--- src/verilog/ueb_pkg.sv ---
// constants, types and field layout of the move/bit execution unit
//
// Overview of operation
// (RQ1) post-inc store: Rr to pointer, then pointer+1; 2 cycles, no flags
// (RQ2) pre-dec store: pointer-1 first, then Rr there; 2 cycles, no flags
// (RQ3) displacement store: Rr to Y or Z plus q, pointer kept; 2 cycles
// (RQ4) direct store: Rr to constant address k; 2 cycles, no flags
// (RQ5) program load: byte at Z to R0 or Rd, optional Z+1; 3 cycles
// (RQ6) push stores Rr on the stack; 2 cycles, no flags
// (RQ7) pop loads Rd from the stack; 2 cycles, no flags
// (RQ8) io bit set/clear forces bit b of port P only; 2 cycles
// (RQ9) rotate left through carry, old bit 7 into carry; Z,C,N,V; 1 cycle
// (RQ10) rotate right through carry, old bit 0 into carry; Z,C,N,V; 1 cycle
// (RQ11) t-flag capture copies Rr bit b into T only; 1 cycle
// (RQ12) t-flag restore copies T into Rd bit b, nothing else; 1 cycle
// (RQ13) set/clear overflow flag V alone in 1 cycle
// (RQ14) set/clear half-carry flag H alone in 1 cycle
// (RQ15) set/clear signed flag S alone in 1 cycle
// (RQ16) set/clear carry and negative flags, each alone, 1 cycle
// (RQ17) break acts only for on-chip debug and changes no flags
// (RQ18) logical shifts zero fill, arithmetic right keeps bit 7; Z,C,N,V; 1 cycle
package ueb_pkg;

    // ------------------------------------------------------------
    // register map (byte offsets)
    // ------------------------------------------------------------
    localparam logic [4:0] OFF_INSTR    = 5'h00;
    localparam logic [4:0] OFF_KWORD    = 5'h04;
    localparam logic [4:0] OFF_FLAGS    = 5'h08;
    localparam logic [4:0] OFF_SP       = 5'h0C;
    localparam logic [4:0] OFF_GPR_SEL  = 5'h10;
    localparam logic [4:0] OFF_GPR_DATA = 5'h14;
    localparam logic [4:0] OFF_STATE    = 5'h18;

    localparam logic [7:0]  FLAGS_RST = 8'h00;
    localparam logic [15:0] SP_RST    = 16'h0000;

    // ------------------------------------------------------------
    // instruction word fields
    // ------------------------------------------------------------
    localparam int OP_LSB  = 0;
    localparam int REG_LSB = 5;
    localparam int BIT_LSB = 10;
    localparam int PTR_LSB = 13;
    localparam int IOQ_LSB = 15;

    // status flag positions
    localparam int FLG_C = 0;
    localparam int FLG_Z = 1;
    localparam int FLG_N = 2;
    localparam int FLG_V = 3;
    localparam int FLG_S = 4;
    localparam int FLG_H = 5;
    localparam int FLG_T = 6;

    // state register bits
    localparam int ST_BUSY    = 0;
    localparam int ST_BREAK   = 1;
    localparam int ST_ILLEGAL = 2;

    localparam logic [4:0] REG_X = 5'h1A;
    localparam logic [4:0] REG_Y = 5'h1C;
    localparam logic [4:0] REG_Z = 5'h1E;
    localparam logic [4:0] REG_R0 = 5'h00;
    localparam logic [15:0] ONE16 = 16'h0001;

    typedef enum logic [1:0] {
        PTR_X = 2'h0,
        PTR_Y = 2'h1,
        PTR_Z = 2'h2
    } ueb_ptr_t;

    typedef enum logic [4:0] {
        OP_NOP       = 5'h00,
        OP_ST_PTR    = 5'h01,
        OP_ST_INC    = 5'h02,
        OP_ST_DEC    = 5'h03,
        OP_ST_DISP   = 5'h04,
        OP_ST_DIRECT = 5'h05,
        OP_PM_R0     = 5'h06,
        OP_PM_RD     = 5'h07,
        OP_PM_INC    = 5'h08,
        OP_PUSH      = 5'h09,
        OP_POP       = 5'h0A,
        OP_IO_SET    = 5'h0B,
        OP_IO_CLR    = 5'h0C,
        OP_ROL       = 5'h0D,
        OP_ROR       = 5'h0E,
        OP_LSL       = 5'h0F,
        OP_LSR       = 5'h10,
        OP_ASR       = 5'h11,
        OP_T_CAPTURE = 5'h12,
        OP_T_RESTORE = 5'h13,
        OP_FLAG_SET  = 5'h14,
        OP_FLAG_CLR  = 5'h15,
        OP_BREAK     = 5'h16
    } ueb_op_t;

    // gray order along idle -> c1 -> c2 -> c3
    typedef enum logic [1:0] {
        S_IDLE = 2'b00,
        S_C1   = 2'b01,
        S_C2   = 2'b11,
        S_C3   = 2'b10
    } ueb_state_t;

endpackage

--- src/verilog/ueb_exec.sv ---
// move/bit instruction execution unit with avalon-mm control slave
`timescale 1ns/1ps
module ueb_exec
    import ueb_pkg::*;
(
    input  wire logic        clk_i,
    input  wire logic        sys_rst_i,
    input  wire logic [4:0]  avs_address_i,
    input  wire logic        avs_read_i,
    input  wire logic        avs_write_i,
    input  wire logic [31:0] avs_writedata_i,
    input  wire logic [3:0]  avs_byteenable_i,
    output logic      [31:0] avs_readdata_o,
    output logic             avs_waitrequest_o,
    output logic      [15:0] dm_addr_o,
    output logic      [7:0]  dm_wdata_o,
    output logic             dm_we_o,
    output logic             dm_re_o,
    input  wire logic [7:0]  dm_rdata_i,
    output logic      [15:0] pm_addr_o,
    output logic             pm_re_o,
    input  wire logic [7:0]  pm_rdata_i,
    output logic      [5:0]  io_addr_o,
    output logic      [7:0]  io_wdata_o,
    output logic             io_we_o,
    output logic             io_re_o,
    input  wire logic [7:0]  io_rdata_i,
    input  wire logic        dbg_en_i,
    output logic             dbg_break_o
);

    // ------------------------------------------------------------
    // helpers
    // ------------------------------------------------------------
    function automatic logic [31:0] be_merge(input logic [31:0] old_v);
        logic [31:0] r;
        r = old_v;
        for (int i = 0; i < 4; i++) begin
            if (avs_byteenable_i[i]) begin
                r[i*8 +: 8] = avs_writedata_i[i*8 +: 8];
            end
        end
        return r;
    endfunction

    function automatic logic [4:0] ptr_base(input logic [1:0] sel);
        return (sel == PTR_X) ? REG_X : (sel == PTR_Y) ? REG_Y : REG_Z;
    endfunction

    // ------------------------------------------------------------
    // state
    // ------------------------------------------------------------
    ueb_state_t  state;
    ueb_state_t  next_state;
    logic [31:0] ir;
    logic [15:0] kword;
    logic [7:0]  flags;
    logic [7:0]  next_flags;
    logic [15:0] sp;
    logic [15:0] next_sp;
    logic [4:0]  gpr_sel;
    logic [7:0]  pm_byte;
    logic [7:0]  ra_data;
    logic        break_hit;
    logic        illegal;
    logic        rd_ack;
    logic [1:0]  dbg_sync;

    logic [15:0] next_dm_addr;
    logic [7:0]  next_dm_wdata;
    logic        next_dm_we;
    logic        next_dm_re;
    logic [15:0] next_pm_addr;
    logic        next_pm_re;
    logic [5:0]  next_io_addr;
    logic [7:0]  next_io_wdata;
    logic        next_io_we;
    logic        next_io_re;
    logic        next_break;
    logic        done;
    logic        set_illegal;

    // ------------------------------------------------------------
    // decode
    // ------------------------------------------------------------
    wire         idle        = (state == S_IDLE);
    wire         sel_instr   = (avs_address_i == OFF_INSTR);
    wire         sel_kword   = (avs_address_i == OFF_KWORD);
    wire         sel_flags   = (avs_address_i == OFF_FLAGS);
    wire         sel_sp      = (avs_address_i == OFF_SP);
    wire         sel_gsel    = (avs_address_i == OFF_GPR_SEL);
    wire         sel_gdata   = (avs_address_i == OFF_GPR_DATA);
    wire         sel_state   = (avs_address_i == OFF_STATE);
    wire         launch      = idle && avs_write_i && sel_instr;
    wire         sw_wr       = idle && avs_write_i;
    wire [31:0]  wmerge_fl   = be_merge({24'h0, flags});
    wire [31:0]  wmerge_sp   = be_merge({16'h0, sp});
    wire [31:0]  wmerge_gs   = be_merge({27'h0, gpr_sel});
    wire [31:0]  wmerge_gd   = be_merge({24'h0, ra_data});
    wire [31:0]  wmerge_k    = be_merge({16'h0, kword});

    ueb_op_t     op;
    wire [4:0]   fld_reg     = ir[REG_LSB +: 5];
    wire [2:0]   fld_bit     = ir[BIT_LSB +: 3];
    wire [1:0]   fld_ptr     = ir[PTR_LSB +: 2];
    wire [5:0]   fld_ioq     = ir[IOQ_LSB +: 6];
    wire [7:0]   bit_mask    = 8'h01 << fld_bit;
    wire         dbg_on      = dbg_sync[1];

    assign op = ueb_op_t'(ir[OP_LSB +: 5]);

    // regfile and shifter hookup
    logic [4:0]  ra_idx;
    logic [15:0] pv;
    logic        wa_en;
    logic [4:0]  wa_idx;
    logic [7:0]  wa_data;
    logic        wp_en;
    logic [15:0] wp_data;
    logic [7:0]  sh_dout;
    logic        sh_c;
    logic        sh_z;
    logic        sh_n;
    logic        sh_v;

    assign ra_idx = idle ? gpr_sel : fld_reg;

    ueb_regfile u_regfile (
        .clk_i     (clk_i),
        .sys_rst_i (sys_rst_i),
        .ra_idx_i  (ra_idx),
        .ra_data_o (ra_data),
        .rp_idx_i  (ptr_base(fld_ptr)),
        .rp_data_o (pv),
        .wa_en_i   (wa_en),
        .wa_idx_i  (wa_idx),
        .wa_data_i (wa_data),
        .wp_en_i   (wp_en),
        .wp_data_i (wp_data)
    );

    ueb_shift_unit u_shift (
        .op_i   (op),
        .din_i  (ra_data),
        .cin_i  (flags[FLG_C]),
        .dout_o (sh_dout),
        .c_o    (sh_c),
        .z_o    (sh_z),
        .n_o    (sh_n),
        .v_o    (sh_v)
    );

    // ------------------------------------------------------------
    // execution sequencing
    // ------------------------------------------------------------
    always_comb begin
        next_state    = state;
        next_flags    = flags;
        next_sp       = sp;
        next_dm_addr  = dm_addr_o;
        next_dm_wdata = dm_wdata_o;
        next_dm_we    = 1'b0;
        next_dm_re    = 1'b0;
        next_pm_addr  = pm_addr_o;
        next_pm_re    = 1'b0;
        next_io_addr  = io_addr_o;
        next_io_wdata = io_wdata_o;
        next_io_we    = 1'b0;
        next_io_re    = 1'b0;
        next_break    = 1'b0;
        done          = 1'b0;
        set_illegal   = 1'b0;
        wa_en         = 1'b0;
        wa_idx        = fld_reg;
        wa_data       = sh_dout;
        wp_en         = 1'b0;
        wp_data       = pv + ONE16;
        unique case (state)
            S_IDLE: begin
                if (launch) begin
                    next_state = S_C1;
                end
                if (sw_wr && sel_flags) begin
                    next_flags = wmerge_fl[7:0];
                end
                if (sw_wr && sel_sp) begin
                    next_sp = wmerge_sp[15:0];
                end
                if (sw_wr && sel_gdata) begin
                    wa_en   = 1'b1;
                    wa_idx  = gpr_sel;
                    wa_data = wmerge_gd[7:0];
                end
            end
            S_C1: begin
                next_state   = S_C2;
                next_dm_addr = pv;
                next_dm_wdata = ra_data;
                unique case (op)
                    OP_ST_PTR: begin
                        next_dm_we = 1'b1;
                    end
                    OP_ST_INC: begin
                        next_dm_we = 1'b1;
                        wp_en      = 1'b1; // RQ1
                    end
                    OP_ST_DEC: begin
                        next_dm_we   = 1'b1;
                        next_dm_addr = pv - ONE16; // RQ2
                        wp_en        = 1'b1;
                        wp_data      = pv - ONE16;
                    end
                    OP_ST_DISP: begin
                        next_dm_we   = 1'b1;
                        next_dm_addr = pv + {10'h000, fld_ioq}; // RQ3
                    end
                    OP_ST_DIRECT: begin
                        next_dm_we   = 1'b1;
                        next_dm_addr = kword; // RQ4
                    end
                    OP_PM_R0, OP_PM_RD, OP_PM_INC: begin
                        next_pm_re   = 1'b1; // RQ5
                        next_pm_addr = pv;
                    end
                    OP_PUSH: begin
                        next_dm_we   = 1'b1; // RQ6
                        next_dm_addr = sp;
                        next_sp      = sp - ONE16;
                    end
                    OP_POP: begin
                        next_dm_re   = 1'b1; // RQ7
                        next_dm_addr = sp + ONE16;
                        next_sp      = sp + ONE16;
                    end
                    OP_IO_SET, OP_IO_CLR: begin
                        next_io_re   = 1'b1; // RQ8
                        next_io_addr = fld_ioq;
                    end
                    OP_ROL, OP_ROR, OP_LSL, OP_LSR, OP_ASR: begin
                        wa_en             = 1'b1; // RQ9 RQ10 RQ18
                        next_flags[FLG_C] = sh_c;
                        next_flags[FLG_Z] = sh_z;
                        next_flags[FLG_N] = sh_n;
                        next_flags[FLG_V] = sh_v;
                        done              = 1'b1;
                    end
                    OP_T_CAPTURE: begin
                        next_flags[FLG_T] = ra_data[fld_bit]; // RQ11
                        done              = 1'b1;
                    end
                    OP_T_RESTORE: begin
                        wa_en   = 1'b1; // RQ12
                        wa_data = flags[FLG_T] ? (ra_data | bit_mask) : (ra_data & ~bit_mask);
                        done    = 1'b1;
                    end
                    OP_FLAG_SET: begin
                        next_flags = flags | bit_mask; // RQ13 RQ14 RQ15 RQ16
                        done       = 1'b1;
                    end
                    OP_FLAG_CLR: begin
                        next_flags = flags & ~bit_mask; // RQ13 RQ14 RQ15 RQ16
                        done       = 1'b1;
                    end
                    OP_BREAK: begin
                        next_break = dbg_on; // RQ17
                        done       = 1'b1;
                    end
                    OP_NOP: begin
                        done = 1'b1;
                    end
                    default: begin
                        set_illegal = 1'b1;
                        done        = 1'b1;
                    end
                endcase
                if (done) begin
                    next_state = S_IDLE;
                end
            end
            S_C2: begin
                next_state = S_IDLE;
                done       = 1'b1;
                if (op == OP_POP) begin
                    wa_en   = 1'b1; // RQ7
                    wa_data = dm_rdata_i;
                end
                if (op == OP_IO_SET || op == OP_IO_CLR) begin
                    next_io_we    = 1'b1; // RQ8
                    next_io_wdata = (op == OP_IO_SET) ? (io_rdata_i | bit_mask)
                                                      : (io_rdata_i & ~bit_mask);
                end
                if (op == OP_PM_R0 || op == OP_PM_RD || op == OP_PM_INC) begin
                    next_state = S_C3;
                    done       = 1'b0;
                end
            end
            S_C3: begin
                next_state = S_IDLE;
                done       = 1'b1;
                wa_en      = 1'b1; // RQ5
                wa_idx     = (op == OP_PM_R0) ? REG_R0 : fld_reg;
                wa_data    = pm_byte;
                wp_en      = (op == OP_PM_INC);
            end
        endcase
    end

    // ------------------------------------------------------------
    // avalon read path
    // ------------------------------------------------------------
    wire [31:0] state_word = {29'h0, illegal, break_hit, !idle};
    wire [31:0] rd_mux = sel_instr   ? ir :
                         sel_kword   ? {16'h0, kword} :
                         sel_flags   ? {24'h0, flags} :
                         sel_sp      ? {16'h0, sp} :
                         sel_gsel    ? {27'h0, gpr_sel} :
                         sel_gdata   ? {24'h0, ra_data} :
                         sel_state   ? state_word : 32'h0000_0000;

    assign avs_waitrequest_o = (avs_read_i && !rd_ack) || (avs_write_i && sel_instr && !done);

    always_ff @(posedge clk_i) begin
        if (sys_rst_i) begin
            rd_ack         <= 1'b0;
            avs_readdata_o <= 32'h0000_0000;
        end else begin
            rd_ack <= avs_read_i && !rd_ack;
            if (avs_read_i && !rd_ack) begin
                avs_readdata_o <= rd_mux;
            end
        end
    end

    // ------------------------------------------------------------
    // state registers
    // ------------------------------------------------------------
    always_ff @(posedge clk_i) begin
        if (sys_rst_i) begin
            state   <= S_IDLE;
            ir      <= 32'h0000_0000;
            kword   <= 16'h0000;
            gpr_sel <= 5'h00;
            flags   <= FLAGS_RST;
            sp      <= SP_RST;
            pm_byte <= 8'h00;
        end else begin
            state <= next_state;
            flags <= next_flags;
            sp    <= next_sp;
            if (launch) begin
                ir <= avs_writedata_i;
            end
            if (sw_wr && sel_kword) begin
                kword <= wmerge_k[15:0];
            end
            if (sw_wr && sel_gsel) begin
                gpr_sel <= wmerge_gs[4:0];
            end
            if (state == S_C2) begin
                pm_byte <= pm_rdata_i;
            end
        end
    end

    // sticky status; a new event wins over a software clear
    wire clr_status = sw_wr && sel_state;

    always_ff @(posedge clk_i) begin
        if (sys_rst_i) begin
            break_hit <= 1'b0;
            illegal   <= 1'b0;
            dbg_sync  <= 2'b00;
        end else begin
            dbg_sync  <= {dbg_sync[0], dbg_en_i};
            break_hit <= next_break || (break_hit && !clr_status);
            illegal   <= set_illegal || (illegal && !clr_status);
        end
    end

    // partner strobes, data and address from flops
    always_ff @(posedge clk_i) begin
        if (sys_rst_i) begin
            dm_addr_o   <= 16'h0000;
            dm_wdata_o  <= 8'h00;
            dm_we_o     <= 1'b0;
            dm_re_o     <= 1'b0;
            pm_addr_o   <= 16'h0000;
            pm_re_o     <= 1'b0;
            io_addr_o   <= 6'h00;
            io_wdata_o  <= 8'h00;
            io_we_o     <= 1'b0;
            io_re_o     <= 1'b0;
            dbg_break_o <= 1'b0;
        end else begin
            dm_addr_o   <= next_dm_addr;
            dm_wdata_o  <= next_dm_wdata;
            dm_we_o     <= next_dm_we;
            dm_re_o     <= next_dm_re;
            pm_addr_o   <= next_pm_addr;
            pm_re_o     <= next_pm_re;
            io_addr_o   <= next_io_addr;
            io_wdata_o  <= next_io_wdata;
            io_we_o     <= next_io_we;
            io_re_o     <= next_io_re;
            dbg_break_o <= next_break;
        end
    end

endmodule

--- src/verilog/ueb_regfile.sv ---
// general purpose register file with byte port and pointer-pair port
`timescale 1ns/1ps
module ueb_regfile
    import ueb_pkg::*;
(
    input  wire logic        clk_i,
    input  wire logic        sys_rst_i,
    input  wire logic [4:0]  ra_idx_i,
    output logic      [7:0]  ra_data_o,
    input  wire logic [4:0]  rp_idx_i,
    output logic      [15:0] rp_data_o,
    input  wire logic        wa_en_i,
    input  wire logic [4:0]  wa_idx_i,
    input  wire logic [7:0]  wa_data_i,
    input  wire logic        wp_en_i,
    input  wire logic [15:0] wp_data_i
);

    logic [7:0] gpr [32];
    logic [4:0] rp_hi;

    assign rp_hi     = rp_idx_i | 5'h01;
    assign ra_data_o = gpr[ra_idx_i];
    assign rp_data_o = {gpr[rp_hi], gpr[rp_idx_i]};

    // pointer pair write wins over a byte write to the same register
    genvar gi;
    generate
        for (gi = 0; gi < 32; gi++) begin : g_gpr
            always_ff @(posedge clk_i) begin
                if (sys_rst_i) begin
                    gpr[gi] <= 8'h00;
                end else if (wp_en_i && 5'(gi) == rp_idx_i) begin
                    gpr[gi] <= wp_data_i[7:0];
                end else if (wp_en_i && 5'(gi) == rp_hi) begin
                    gpr[gi] <= wp_data_i[15:8];
                end else if (wa_en_i && 5'(gi) == wa_idx_i) begin
                    gpr[gi] <= wa_data_i;
                end
            end
        end
    endgenerate

endmodule

--- src/verilog/ueb_shift_unit.sv ---
// rotate and shift datapath with flag results
`timescale 1ns/1ps
module ueb_shift_unit
    import ueb_pkg::*;
(
    input  wire ueb_op_t    op_i,
    input  wire logic [7:0] din_i,
    input  wire logic       cin_i,
    output logic      [7:0] dout_o,
    output logic            c_o,
    output logic            z_o,
    output logic            n_o,
    output logic            v_o
);

    always_comb begin
        dout_o = din_i;
        c_o    = cin_i;
        unique case (op_i)
            OP_ROL: begin
                dout_o = {din_i[6:0], cin_i}; // RQ9
                c_o    = din_i[7];
            end
            OP_ROR: begin
                dout_o = {cin_i, din_i[7:1]}; // RQ10
                c_o    = din_i[0];
            end
            OP_LSL: begin
                dout_o = {din_i[6:0], 1'b0}; // RQ18
                c_o    = din_i[7];
            end
            OP_LSR: begin
                dout_o = {1'b0, din_i[7:1]}; // RQ18
                c_o    = din_i[0];
            end
            OP_ASR: begin
                dout_o = {din_i[7], din_i[7:1]}; // RQ18
                c_o    = din_i[0];
            end
            default: ;
        endcase
    end

    assign z_o = (dout_o == 8'h00);
    assign n_o = dout_o[7];
    assign v_o = dout_o[7] ^ c_o;

endmodule

--- config.mk ---
export PLATFORM = sky130hd
export DESIGN_NAME = ueb_exec
export DESIGN_NICKNAME = d
export VERILOG_FILES = /design/src/verilog/ueb_pkg.sv /design/src/verilog/ueb_exec.sv /design/src/verilog/ueb_regfile.sv /design/src/verilog/ueb_shift_unit.sv
export SDC_FILE = /design/constraint.sdc
export NUM_CORES = 1
export LEC_CHECK = 0
export BUFFER_PORTS_ARGS = -buffer_cell sky130_fd_sc_hd__buf_2
export CAP_MARGIN = 10
export CELL_PAD_IN_SITES_DETAIL_PLACEMENT = 1
export CELL_PAD_IN_SITES_GLOBAL_PLACEMENT = 1
export CORE_UTILIZATION = 30
export CTS_BUF_LIST = sky130_fd_sc_hd__clkbuf_8
export CTS_CLUSTER_SIZE = 16
export DETAILED_ROUTE_END_ITERATION = 12
export PLACE_DENSITY = 0.56
export RECOVER_POWER = 100
export SETUP_SLACK_MARGIN = 0.3
export SLEW_MARGIN = 20
export SYNTH_ARGS = -nofsm -noshare
export SYNTH_HDL_FRONTEND = slang
export SYNTH_SLANG_ARGS = --single-unit
--- constraint.sdc ---
create_clock -name clk_i -period 5.9 [get_ports clk_i]
set_input_delay 0.295 -clock clk_i [delete_from_list [all_inputs] [get_ports clk_i]]
set_output_delay 0.295 -clock clk_i [all_outputs]
set_load 0.05 [all_outputs]
# [Word level (Yosys, flattened, before mapping)]
# Memories as Yosys holds them, arrays and structs flattened.
# Cells that the tools add are included.
[totals] register_bits=184 ramBits=256 input_bits=70 out_inout_bits=93 wordCells=833 memories=1
[op_classes] addsub=5 magnitude_cmp=1 eq_ne=118 n_shift=1 mux=452 bitwise_logic=91 n_reduce_logical=137
[mem_list] name="u_regfile.gpr" depth=32 width=8 rd=3 rd_ports_with_merged_regs=0 write_ports=32 line_no="ueb_regfile.sv:19" text="logic [7:0] gpr [32];"
[op_table] operator="2-to-1 mux 8 bit" n=92
[op_table] operator="2-to-1 mux 1 bit" n=327
[op_table] operator="equality test 5 bit (first input constant)" n=32
[op_table] operator="2-to-1 mux 16 bit" n=6
[op_table] operator="logical AND 1 bit" n=94
[op_table] operator="bitwise OR 1 bit" n=81
[op_table] operator="equality test 4 x 5 -> 1 bit (first input constant)" n=16
[op_table] operator="case mux 16 bit (5 select lines)" n=1
[op_table] operator="case mux 16 bit (2 select lines)" n=2
[op_table] operator="equality test 5 x 4 -> 1 bit (second input constant)" n=10
[op_table] operator="equality test 5 bit (second input constant)" n=10
[op_table] operator="equality test 3 x 5 -> 1 bit (first input constant)" n=8
[op_table] operator="case mux 8 bit (5 select lines)" n=1
[op_table] operator="adder 16 x 1 -> 16 bit (second input constant)" n=2
[op_table] operator="equality test 4 bit (first input constant)" n=8
[op_table] operator="2-to-1 mux 32 bit" n=1
[op_table] operator="case mux 8 bit (4 select lines)" n=1
[op_table] operator="subtractor 16 x 1 -> 16 bit (second input constant)" n=2
[op_table] operator="equality test 5 x 3 -> 1 bit (second input constant)" n=5
[op_table] operator="zero test 5 bit" n=5
[op_table] operator="bitwise AND 8 bit" n=3
[op_table] operator="bitwise OR 8 bit" n=3
[op_table] operator="OR reduction 23 bit" n=1
[op_table] operator="equality test 2 x 5 -> 1 bit (first input constant)" n=4
[op_table] operator="other kinds (44)" n=90

# [Logic depth before layout (Yosys ltp)]
# Gate-level depths: netlist of run 1.
[depth] depth_word=13 depth_mapped=17 depth_no_buf=14

# [By module]
# From an unflattened synthesis of run 1, not the netlist that was laid out.
[unflattened] hier_cells=2745 area_unflattened_um2=28782.6
[modules_own_cells] module="ueb_regfile" instances=1 cells_each=1262 area_each_um2=17350.4 seq_area_each_um2=7687.4
[modules_own_cells] module="ueb_exec" instances=1 cells_each=1434 area_each_um2=11086.9 seq_area_each_um2=3683.5
[modules_own_cells] module="ueb_shift_unit" instances=1 cells_each=49 area_each_um2=345.3 seq_area_each_um2=0.0

# [Worst setup path after synthesis of run 1]
# No wires, ideal clock.
[synth_timing] kind="flip-flop to flip-flop" from="register state[0]" to="memory u_regfile.gpr[26][4], data pin" setup_time_ps=270 arrival_time_ps=3386 required_time_ps=5630 path_slack_ps=2244 path_stages_with_launch=14 path_buffers=2 synth_period_minus_slack_ps=3656 cell_sequence="dfxtp_1 > inv_1 > ha_1 > buf_6 > mux2i_2 > mux4_2 > nor2b_1 > a2111oi_2 > nand2_1 > and2_1 > a21o_1 > a221oi_2 > buf_4 > o22ai_1"
[synth_rtl] item="start, declared" line_no="ueb_exec.sv:53" text="ueb_state_t state;"
[synth_rtl] item="start signal, assigned" line_no="ueb_exec.sv:347" text="state <= next_state;"
[synth_rtl] item="end, declared" line_no="ueb_regfile.sv:19"

==> impl_metrics.prom, run 1 <==
# TYPE chip_impl_metric gauge
chip_impl_metric{name="design.die.area",unit="um2"} 82200
chip_impl_info{name="worstSetupEndpoint",value="u_regfile.gpr[27][6]"} 1
chip_impl_info{name="min-delay-path-class",value="primary input to flop"} 1
chip_impl_metric{name="ys_async_sr_fraction",unit="%"} 0
chip_impl_metric{name="cts.clk_slew.worst_paths",unit="ns"} 0.06
chip_impl_metric{name="vias",unit=""} 22500
chip_impl_metric{name="drive_above_1_share",unit="%"} 11.5
chip_impl_metric{name="placedInstanceArea",unit="um2"} 26400
chip_impl_metric{name="port-buffer-count",unit=""} 160
chip_impl_metric{name="critPathBufInv",unit=""} 4
chip_impl_info{name="cts_tree",value="built"} 1
chip_impl_metric{name="nFillCells",unit=""} 9339
chip_impl_metric{name="detail-route-antenna-nets",unit=""} 0
chip_impl_info{name="setup.worst_path.start_class",value="flop"} 1
chip_impl_metric{name="tritoncts_num_sinks",unit=""} 440
chip_impl_info{name="clockRootBuffer",value="sky130_fd_sc_hd__clkbuf_8"} 1
chip_impl_metric{name="timing.final.crit_share",unit="%"} 91.9
chip_impl_metric{name="first_global_vias",unit=""} 23000
chip_impl_metric{name="required",unit="ns"} 6.31
chip_impl_metric{name="cts_max_level",unit=""} 3
chip_impl_metric{name="power.net_switching",unit="mW"} 2.31
chip_impl_metric{name="final_nets",unit=""} 2910
chip_impl_metric{name="timing.critical_path.slowest_cell_delay",unit="ns"} 0.80
chip_impl_info{name="ys_dominant_reg_cell",value="sky130_fd_sc_hd__edfxtp_1"} 1
chip_impl_info{name="worstReg2RegStart",value="state[0]"} 1
chip_impl_metric{name="via_per_inst",unit=""} 5.70
chip_impl_metric{name="cts-root-to-sink-buffers",unit=""} 3
chip_impl_metric{name="max_freq",unit="MHz"} 184
chip_impl_metric{name="initial_standard_cell_utilization_of_the_core",unit="%"} 30.2
chip_impl_metric{name="gr-usage-all-layers",unit="%"} 25.2
chip_impl_metric{name="wl_per_cell",unit="um"} 26.8
chip_impl_info{name="r2r_end",value="u_regfile.gpr[27][6]"} 1
chip_impl_info{name="violated_checks",value="capacitance limit, slew limit"} 1
chip_impl_info{name="setup.worst_path.class",value="flop to flop"} 1
chip_impl_metric{name="arrival",unit="ns"} 5.83
chip_impl_metric{name="combinationalPowerShare",unit="%"} 14.4
chip_impl_info{name="setup.worst_path.start",value="state[0]"} 1
chip_impl_metric{name="share_seq_of_total_power",unit="%"} 45.8
chip_impl_metric{name="switching_share",unit="%"} 31.2
chip_impl_metric{name="worst_slew_margin_relative_to_its_limit",unit="%"} -29.6
chip_impl_metric{name="post-cts-setup-buffers",unit=""} 0
chip_impl_metric{name="post_synth.cell_area_avg",unit="um2"} 9.18
chip_impl_metric{name="maxCapViolations",unit=""} 6
chip_impl_metric{name="worst-path-stages",unit=""} 14
chip_impl_metric{name="largest_net_degree_at_the_start_of_global_routing",unit=""} 67
chip_impl_info{name="rsz0062_at_grt",value="false"} 1
chip_impl_metric{name="final_design_area_no_fill",unit="um2"} 28200
chip_impl_metric{name="synth.yosys.seq_area_share",unit="%"} 46.8
chip_impl_metric{name="core-area",unit="um2"} 80400
chip_impl_metric{name="final-max-slew-violation-count",unit=""} 98
chip_impl_metric{name="multi_input_gate_area_in_the_final_layout",unit="um2"} 11900
chip_impl_metric{name="timing.reg2reg.setup_slack",unit="ns"} 0.48
chip_impl_metric{name="max_slew.worst_pin.slew",unit="ns"} 1.94
chip_impl_metric{name="grt_first_pass_wirelength",unit="mm"} 154
chip_impl_metric{name="fin_setup_tns",unit="ns"} 0
chip_impl_metric{name="wirelength",unit="mm"} 106
chip_impl_metric{name="synth_edf_count",unit=""} 256
chip_impl_metric{name="grt_overflow",unit=""} 0
chip_impl_metric{name="clk-insertion-delay-late",unit="ns"} 0.73
chip_impl_metric{name="register_area",unit="um2"} 11400
chip_impl_metric{name="std_cell_rows",unit=""} 104
chip_impl_metric{name="layoutNonFillerInstCount",unit=""} 3946
chip_impl_metric{name="internal_power",unit="mW"} 5.09
chip_impl_metric{name="cts_inserted_buffers",unit=""} 84
chip_impl_metric{name="cp_max_fo",unit=""} 33
chip_impl_metric{name="drc_errors",unit=""} 0
chip_impl_metric{name="postSynthRegisterBits",unit=""} 440
chip_impl_metric{name="ys.warnings.count",unit=""} 0
chip_impl_metric{name="period_needed",unit="ns"} 5.42
chip_impl_info{name="critical_path.cell_chain",value="inv_1, ha_2, buf_4, mux2_1, mux2i_1, nand2_1, a32oi_1, nand4_1, clkbuf_1, a221oi_2, o221ai_1, o21ai_2, buf_12, o22ai_1"} 1
chip_impl_metric{name="part_of_the_power_in_the_clock_network",unit="%"} 39.8
chip_impl_metric{name="fin_skew",unit="ns"} 0.0701
chip_impl_metric{name="first_iter_violations",unit=""} 1704
chip_impl_metric{name="drt_pass1_iterations",unit=""} 5
chip_impl_metric{name="post_synthesis_instance_total",unit=""} 2649
chip_impl_metric{name="syn_to_final_growth",unit="%"} 15.9
chip_impl_metric{name="placed_cells",unit=""} 3749
chip_impl_info{name="timing.critical_path.max_delay_family",value="compound AO/OA/AOI/OAI gates"} 1
chip_impl_metric{name="cellPowerDensity",unit="nW/um2"} 262
chip_impl_metric{name="dieWidth",unit="um"} 287
chip_impl_info{name="status",value="finished, violations left"} 1
chip_impl_metric{name="synth_nets",unit=""} 2735
chip_impl_metric{name="number_of_setup_violations_in_the_final_report",unit=""} 0
chip_impl_metric{name="routabilityCongestion",unit=""} 0.911
chip_impl_info{name="critical_path.endpoint_type",value="flop"} 1
chip_impl_metric{name="io_pins",unit=""} 163
chip_impl_metric{name="cts_hold_buf",unit=""} 49
chip_impl_metric{name="antenna_found_initial",unit=""} 2
chip_impl_metric{name="timing.final.hold_violations",unit=""} 0
chip_impl_metric{name="hpwl",unit="mm"} 74.6
chip_impl_metric{name="floorplan.die.height",unit="um"} 287
chip_impl_metric{name="count_of_instances_resized_after_the_clock_tree_is_built",unit=""} 0
chip_impl_metric{name="synthDistinctLibCells",unit=""} 89
chip_impl_metric{name="worstRegToRegCells",unit=""} 14
chip_impl_metric{name="irDropWorstVdd",unit="mV"} 0.172
chip_impl_metric{name="leakagePower",unit="nW"} 9.74
chip_impl_metric{name="synthesis.area",unit="um2"} 24300
chip_impl_info{name="critical_path.slowest_cell",value="sky130_fd_sc_hd__mux2_1"} 1
==> state kept, by name, indices dropped and copies added (netlist names), 2 cells and up, named ones only <==
signal and flops:
dbg_sync 2, state 2, io_wdata_o 8, flags 5
dm_addr_o 16, u_regfile.gpr 256, dm_wdata_o 8, kword 16
gpr_sel 5, avs_readdata_o 32, sp 16, ir 32
io_addr_o 6, pm_byte 8, pm_addr_o 16
==> stage by stage <==
stage	utilization [%]	total power, mW	hold WS, ns	setup slack [ns]
after floorplan	-	4.05	0.414	2.24
after global routing	35.0	7.66	0.0117	0.330
after detailed placement	32.8	4.49	0.443	0.898
final	35.0	7.40	0.0155	0.478
after global placement	32.8	4.47	0.436	0.965
after CTS	35.3	7.48	0.0289	0.854
==> power by group through the flow <==
stage          clock network [mW]  logic, mW  registers [mW]
2_1_floorplan                   0      0.569            3.48
5_1_grt                      3.14       1.12            3.39
4_1_cts                      3.02       1.07            3.39
3_5_place_dp                    0       1.04            3.45
6_report                     2.95       1.06            3.39
3_3_place_gp                    0       1.03            3.45
==> cells in the final DEF, fill, tap and decap left out, drive strengths merged, types with 49 or more instances in the layout <==
cell type | netlist | layout
nand3 | 67 | 67
clkbuf | 134 | 202
o21ai | 119 | 119
inv | 40 | 71
nand2 | 330 | 330
buf | 72 | 135
o22ai | 68 | 68
dlygate4sd3 | 0 | 49
mux2i | 121 | 121
edfxtp | 256 | 256
a22oi | 52 | 52
nor2 | 361 | 361
nor3 | 136 | 136
a21oi | 181 | 181
dfxtp | 184 | 184
==> cell usage after synthesis (all sizes together), types with 18 or more instances <==
cell	count	share of area [%]
buf	72	1.8
nor2	361	5.6
nand4	18	0.49
o22ai	68	1.8
edfxtp	256	32
a22oi	52	1.6
o211ai	20	0.64
mux4	28	2.6
inv	40	0.62
and2	24	0.62
nor3	136	2.8
xor2	20	0.72
nand2b	40	1.0
o21ai	119	2.5
a21oi	181	3.7
mux2i	121	5.0
nand3	67	1.4
o31ai	24	0.74
a211oi	31	0.98
nor2b	23	0.59
dfxtp	184	15
nand2	330	5.1
clkbuf	134	2.1
a221oi	25	1.0
xnor2	24	0.86
==> worst min-delay path by stage <==
stage	start	to	slack, ns	cells past startpoint
floorplan	dbg_sync[0]	dbg_sync[1]	0.41	1
global placement	avs_readdata_o[29]	avs_readdata_o[29]	0.44	2
detailed placement	avs_readdata_o[17]	avs_readdata_o[17]	0.44	2
CTS	sys_rst_i	kword[10]	0.03	2
global route	sys_rst_i	kword[10]	0.01	2
finish	sys_rst_i	kword[10]	0.02	2
==> cell families (layout without fill, tap and decap cells) <==
kind of cell	Yosys count	count (layout)	synth area share [%]
AO/OA/AOI/OAI	673	673	18.5
XOR/XNOR	44	44	1.59
adder cells (fa/ha/maj)	16	16	0.854
buffers and inverters	246	482	4.47
flip-flops	440	440	46.8
multiplexers	159	159	8.12
other	0	1	0
AND/OR/NAND/NOR	1071	1071	19.7
==> routing by layer <==
metal / vias up / track usage [%] / wire, um
met2: 676 / 43.0 / 51100
met5: - / 0 / 0
met3: 193 / 3.58 / 5010
met4: 0 / 8.78 / 3850
li1: 10100 / - / -
met1: 11500 / 32.5 / 45800
==> worst register-to-register path, stage by stage (launching register included) <==
cell	delay, ns
sky130_fd_sc_hd__dfxtp_1	0.34
sky130_fd_sc_hd__inv_1	0.14
sky130_fd_sc_hd__ha_2	0.51
sky130_fd_sc_hd__buf_4	0.44
sky130_fd_sc_hd__mux2_1	0.82
sky130_fd_sc_hd__mux2i_1	0.32
sky130_fd_sc_hd__nand2_1	0.09
sky130_fd_sc_hd__a32oi_1	0.60
sky130_fd_sc_hd__nand4_1	0.16
sky130_fd_sc_hd__clkbuf_1	0.37
sky130_fd_sc_hd__a221oi_2	0.61
sky130_fd_sc_hd__o221ai_1	0.20
sky130_fd_sc_hd__o21ai_2	0.12
sky130_fd_sc_hd__buf_12	0.26
sky130_fd_sc_hd__o22ai_1	0.16
==> area by class of cell <==
| class | instances | area share (%) |
|---|---|---|
| diodes | 1 | 0.00888 |
| clock buffers | 91 | 4.44 |
| clock inverters | 56 | 1.12 |
| inverters | 40 | 0.533 |
| multi-input cells | 1963 | 42.2 |
| flip-flops and latches | 440 | 40.3 |
| well taps | 1060 | 4.71 |
| repair buffers | 295 | 6.59 |
Note: power is estimated with default switching activity, not from simulation.
==> run 2: changes to the inputs <==
--- a/config.mk
+++ b/config.mk
@@ -9,11 +9,11 @@
 export CAP_MARGIN = 10
 export CELL_PAD_IN_SITES_DETAIL_PLACEMENT = 1
 export CELL_PAD_IN_SITES_GLOBAL_PLACEMENT = 1
-export CORE_UTILIZATION = 30
+export CORE_UTILIZATION = 44
 export CTS_BUF_LIST = sky130_fd_sc_hd__clkbuf_8
 export CTS_CLUSTER_SIZE = 16
 export DETAILED_ROUTE_END_ITERATION = 12
-export PLACE_DENSITY = 0.56
+export PLACE_DENSITY = 0.76
 export RECOVER_POWER = 100
 export SETUP_SLACK_MARGIN = 0.3
 export SLEW_MARGIN = 20
==> impl_metrics.prom, run 2 (same netlist as run 1, synthesis figures left out) <==
# TYPE chip_impl_metric gauge
chip_impl_info{name="status",value="finished, violations left"} 1
chip_impl_info{name="violated_checks",value="capacitance limit, slew limit"} 1
chip_impl_info{name="highest_count_cells_in_the_layout_ignoring_fill_and_taps",value="sky130_fd_sc_hd__nor2_1, sky130_fd_sc_hd__nand2_1, sky130_fd_sc_hd__edfxtp_1"} 1
chip_impl_metric{name="cellPowerDensity",unit="nW/um2"} 266
chip_impl_metric{name="required",unit="ns"} 6.32
chip_impl_metric{name="floorplan.die.height",unit="um"} 237
chip_impl_metric{name="antenna_found_initial",unit=""} 1
chip_impl_metric{name="worst_slew_margin_relative_to_its_limit",unit="%"} -127
chip_impl_metric{name="timing.final.crit_share",unit="%"} 92.4
chip_impl_metric{name="leakagePower",unit="nW"} 9.70
chip_impl_metric{name="first_iter_violations",unit=""} 2429
chip_impl_metric{name="drt_pass1_iterations",unit=""} 5
chip_impl_metric{name="grt_first_pass_wirelength",unit="mm"} 145
chip_impl_metric{name="post-layout-total-power",unit="mW"} 7.36
chip_impl_metric{name="cp_max_fo",unit=""} 32
chip_impl_info{name="rsz0062_at_grt",value="false"} 1
chip_impl_metric{name="period_needed",unit="ns"} 5.45
chip_impl_metric{name="final_design_area_no_fill",unit="um2"} 27700
chip_impl_metric{name="first_global_vias",unit=""} 23200
chip_impl_metric{name="fin_skew",unit="ns"} 0.0347
chip_impl_info{name="layout.cells.most_common",value="sky130_fd_sc_hd__nor2_1"} 1
chip_impl_info{name="min-delay-path-class",value="primary input to flop"} 1
chip_impl_metric{name="via_per_inst",unit=""} 6.43
chip_impl_metric{name="io_pins",unit=""} 163
chip_impl_metric{name="register_area",unit="um2"} 11400
chip_impl_metric{name="largest_net_degree_at_the_start_of_global_routing",unit=""} 86
chip_impl_metric{name="multi_input_gate_area_in_the_final_layout",unit="um2"} 11900
chip_impl_metric{name="number_of_setup_violations_in_the_final_report",unit=""} 0
chip_impl_metric{name="grt_overflow",unit=""} 0
chip_impl_metric{name="final_nets",unit=""} 2896
chip_impl_metric{name="fin_setup_tns",unit="ns"} 0
chip_impl_info{name="largest_register",value="u_regfile.gpr"} 1
chip_impl_metric{name="timing.reg2reg.setup_slack",unit="ns"} 0.45
chip_impl_metric{name="cts-root-to-sink-buffers",unit=""} 3
chip_impl_metric{name="cts_inserted_buffers",unit=""} 78
chip_impl_metric{name="drive_above_1_share",unit="%"} 11.5
chip_impl_metric{name="drc_errors",unit=""} 0
chip_impl_metric{name="arrival",unit="ns"} 5.87
chip_impl_metric{name="post-place-ws",unit="ns"} 0.814
chip_impl_metric{name="irDropWorstVdd",unit="mV"} 0.199
chip_impl_metric{name="routabilityCongestion",unit=""} 0.957
chip_impl_info{name="reg_top3",value="u_regfile.gpr x256, avs_readdata_o x32, ir x32"} 1
chip_impl_metric{name="placedInstanceArea",unit="um2"} 25800
chip_impl_metric{name="final-max-slew-violation-count",unit=""} 204
chip_impl_info{name="critical_path.endpoint_type",value="flop"} 1
chip_impl_metric{name="tritoncts_num_sinks",unit=""} 440
chip_impl_metric{name="hpwl",unit="mm"} 66.8
chip_impl_info{name="cts_tree",value="built"} 1
chip_impl_metric{name="wirelength",unit="mm"} 96.1
chip_impl_info{name="setup.worst_path.start_class",value="flop"} 1
chip_impl_metric{name="max_slew.worst_pin.slew",unit="ns"} 3.40
chip_impl_metric{name="maxCapViolations",unit=""} 5
chip_impl_metric{name="clk-insertion-delay-late",unit="ns"} 0.70
chip_impl_metric{name="post-cts-setup-buffers",unit=""} 0
chip_impl_metric{name="vias",unit=""} 23000
chip_impl_metric{name="nFillCells",unit=""} 6290
chip_impl_metric{name="design.die.area",unit="um2"} 56200
chip_impl_metric{name="dieWidth",unit="um"} 237
chip_impl_metric{name="port-buffer-count",unit=""} 160
chip_impl_metric{name="cts.clk_slew.worst_paths",unit="ns"} 0.06
chip_impl_metric{name="detail-route-antenna-nets",unit=""} 0
chip_impl_metric{name="core-area",unit="um2"} 54200
chip_impl_info{name="clockRootBuffer",value="sky130_fd_sc_hd__clkbuf_8"} 1
chip_impl_metric{name="gr-usage-all-layers",unit="%"} 33.8
chip_impl_metric{name="cts_max_level",unit=""} 3
chip_impl_metric{name="syn_to_final_growth",unit="%"} 13.7
chip_impl_info{name="setup.worst_path.class",value="flop to flop"} 1
chip_impl_metric{name="std_cell_rows",unit=""} 85
chip_impl_metric{name="worst_slack",unit="ns"} 0.449
chip_impl_metric{name="initial_standard_cell_utilization_of_the_core",unit="%"} 44.8
chip_impl_metric{name="count_of_instances_resized_after_the_clock_tree_is_built",unit=""} 0
chip_impl_metric{name="wl_per_cell",unit="um"} 26.9
chip_impl_metric{name="max_freq",unit="MHz"} 183
chip_impl_metric{name="timing.final.hold_violations",unit=""} 0
chip_impl_metric{name="largest_reg_flops",unit=""} 256
run 2: worst paths after layout:
check	from	end	cells past startpoint
worst max-delay path	state[1]	u_regfile.gpr[31][7]	13
worst min-delay path	avs_read_i	avs_readdata_o[4]	3
worst min register to register	avs_readdata_o[13]	avs_readdata_o[13]	2
worst max register to register	state[1]	u_regfile.gpr[31][7]	13
run 2: final cells by class:
| cell class | count | area share [%] |
|---|---|---|
| inverters | 40 | 0.543 |
| repair buffers | 287 | 6.40 |
| well taps | 696 | 3.15 |
| diodes | 1 | 0.00905 |
| clock buffers | 94 | 4.68 |
| multi-input cells | 1963 | 43.1 |
| clock inverters | 48 | 1.01 |
| flip-flops and latches | 440 | 41.1 |
run 2: per-layer routing:
layer  vias up  track usage (%)  wire (um)
met2      1110             56.2      45900
met5         -                0          0
met3       218             6.13       7760
li1      10100                -          -
met4         0             14.0       3850
met1     11500             43.5      38600
run 2: per-stage QoR:
step                instances  hold WS (ns)  utilization [%]
floorplan                2649         0.414                -
global placement         3376         0.433             47.5
detailed placement       3376         0.444             47.5
CTS                      3568        0.0556             51.3
global route             3569        0.0916             51.0
finish                   3569         0.109             51.0
run 2: what timing repair did:
action | CTS | global route
endpoints found under the setup margin | 0 | 0
hold endpoints to repair | 82 | 0
hold buffers | 50 | 0
run 2: critical path, cell delays in order, from the launching register on:
cell                       delay (ns)
sky130_fd_sc_hd__dfxtp_1         0.34
sky130_fd_sc_hd__inv_1           0.13
sky130_fd_sc_hd__ha_2            0.66
sky130_fd_sc_hd__mux2i_1         0.36
sky130_fd_sc_hd__clkbuf_2        0.72
sky130_fd_sc_hd__mux4_2          0.62
sky130_fd_sc_hd__and2_0          0.22
sky130_fd_sc_hd__a211oi_1        0.57
sky130_fd_sc_hd__a21o_1          0.47
sky130_fd_sc_hd__mux2_2          0.23
sky130_fd_sc_hd__o21ai_0         0.16
sky130_fd_sc_hd__o22ai_2         0.27
sky130_fd_sc_hd__buf_12          0.26
sky130_fd_sc_hd__o22ai_1         0.12
run 2: power by group:
part / switching, mW / internal, mW
logic: 0.753 / 0.271
clock network: 1.40 / 1.54
registers: 0.0585 / 3.33
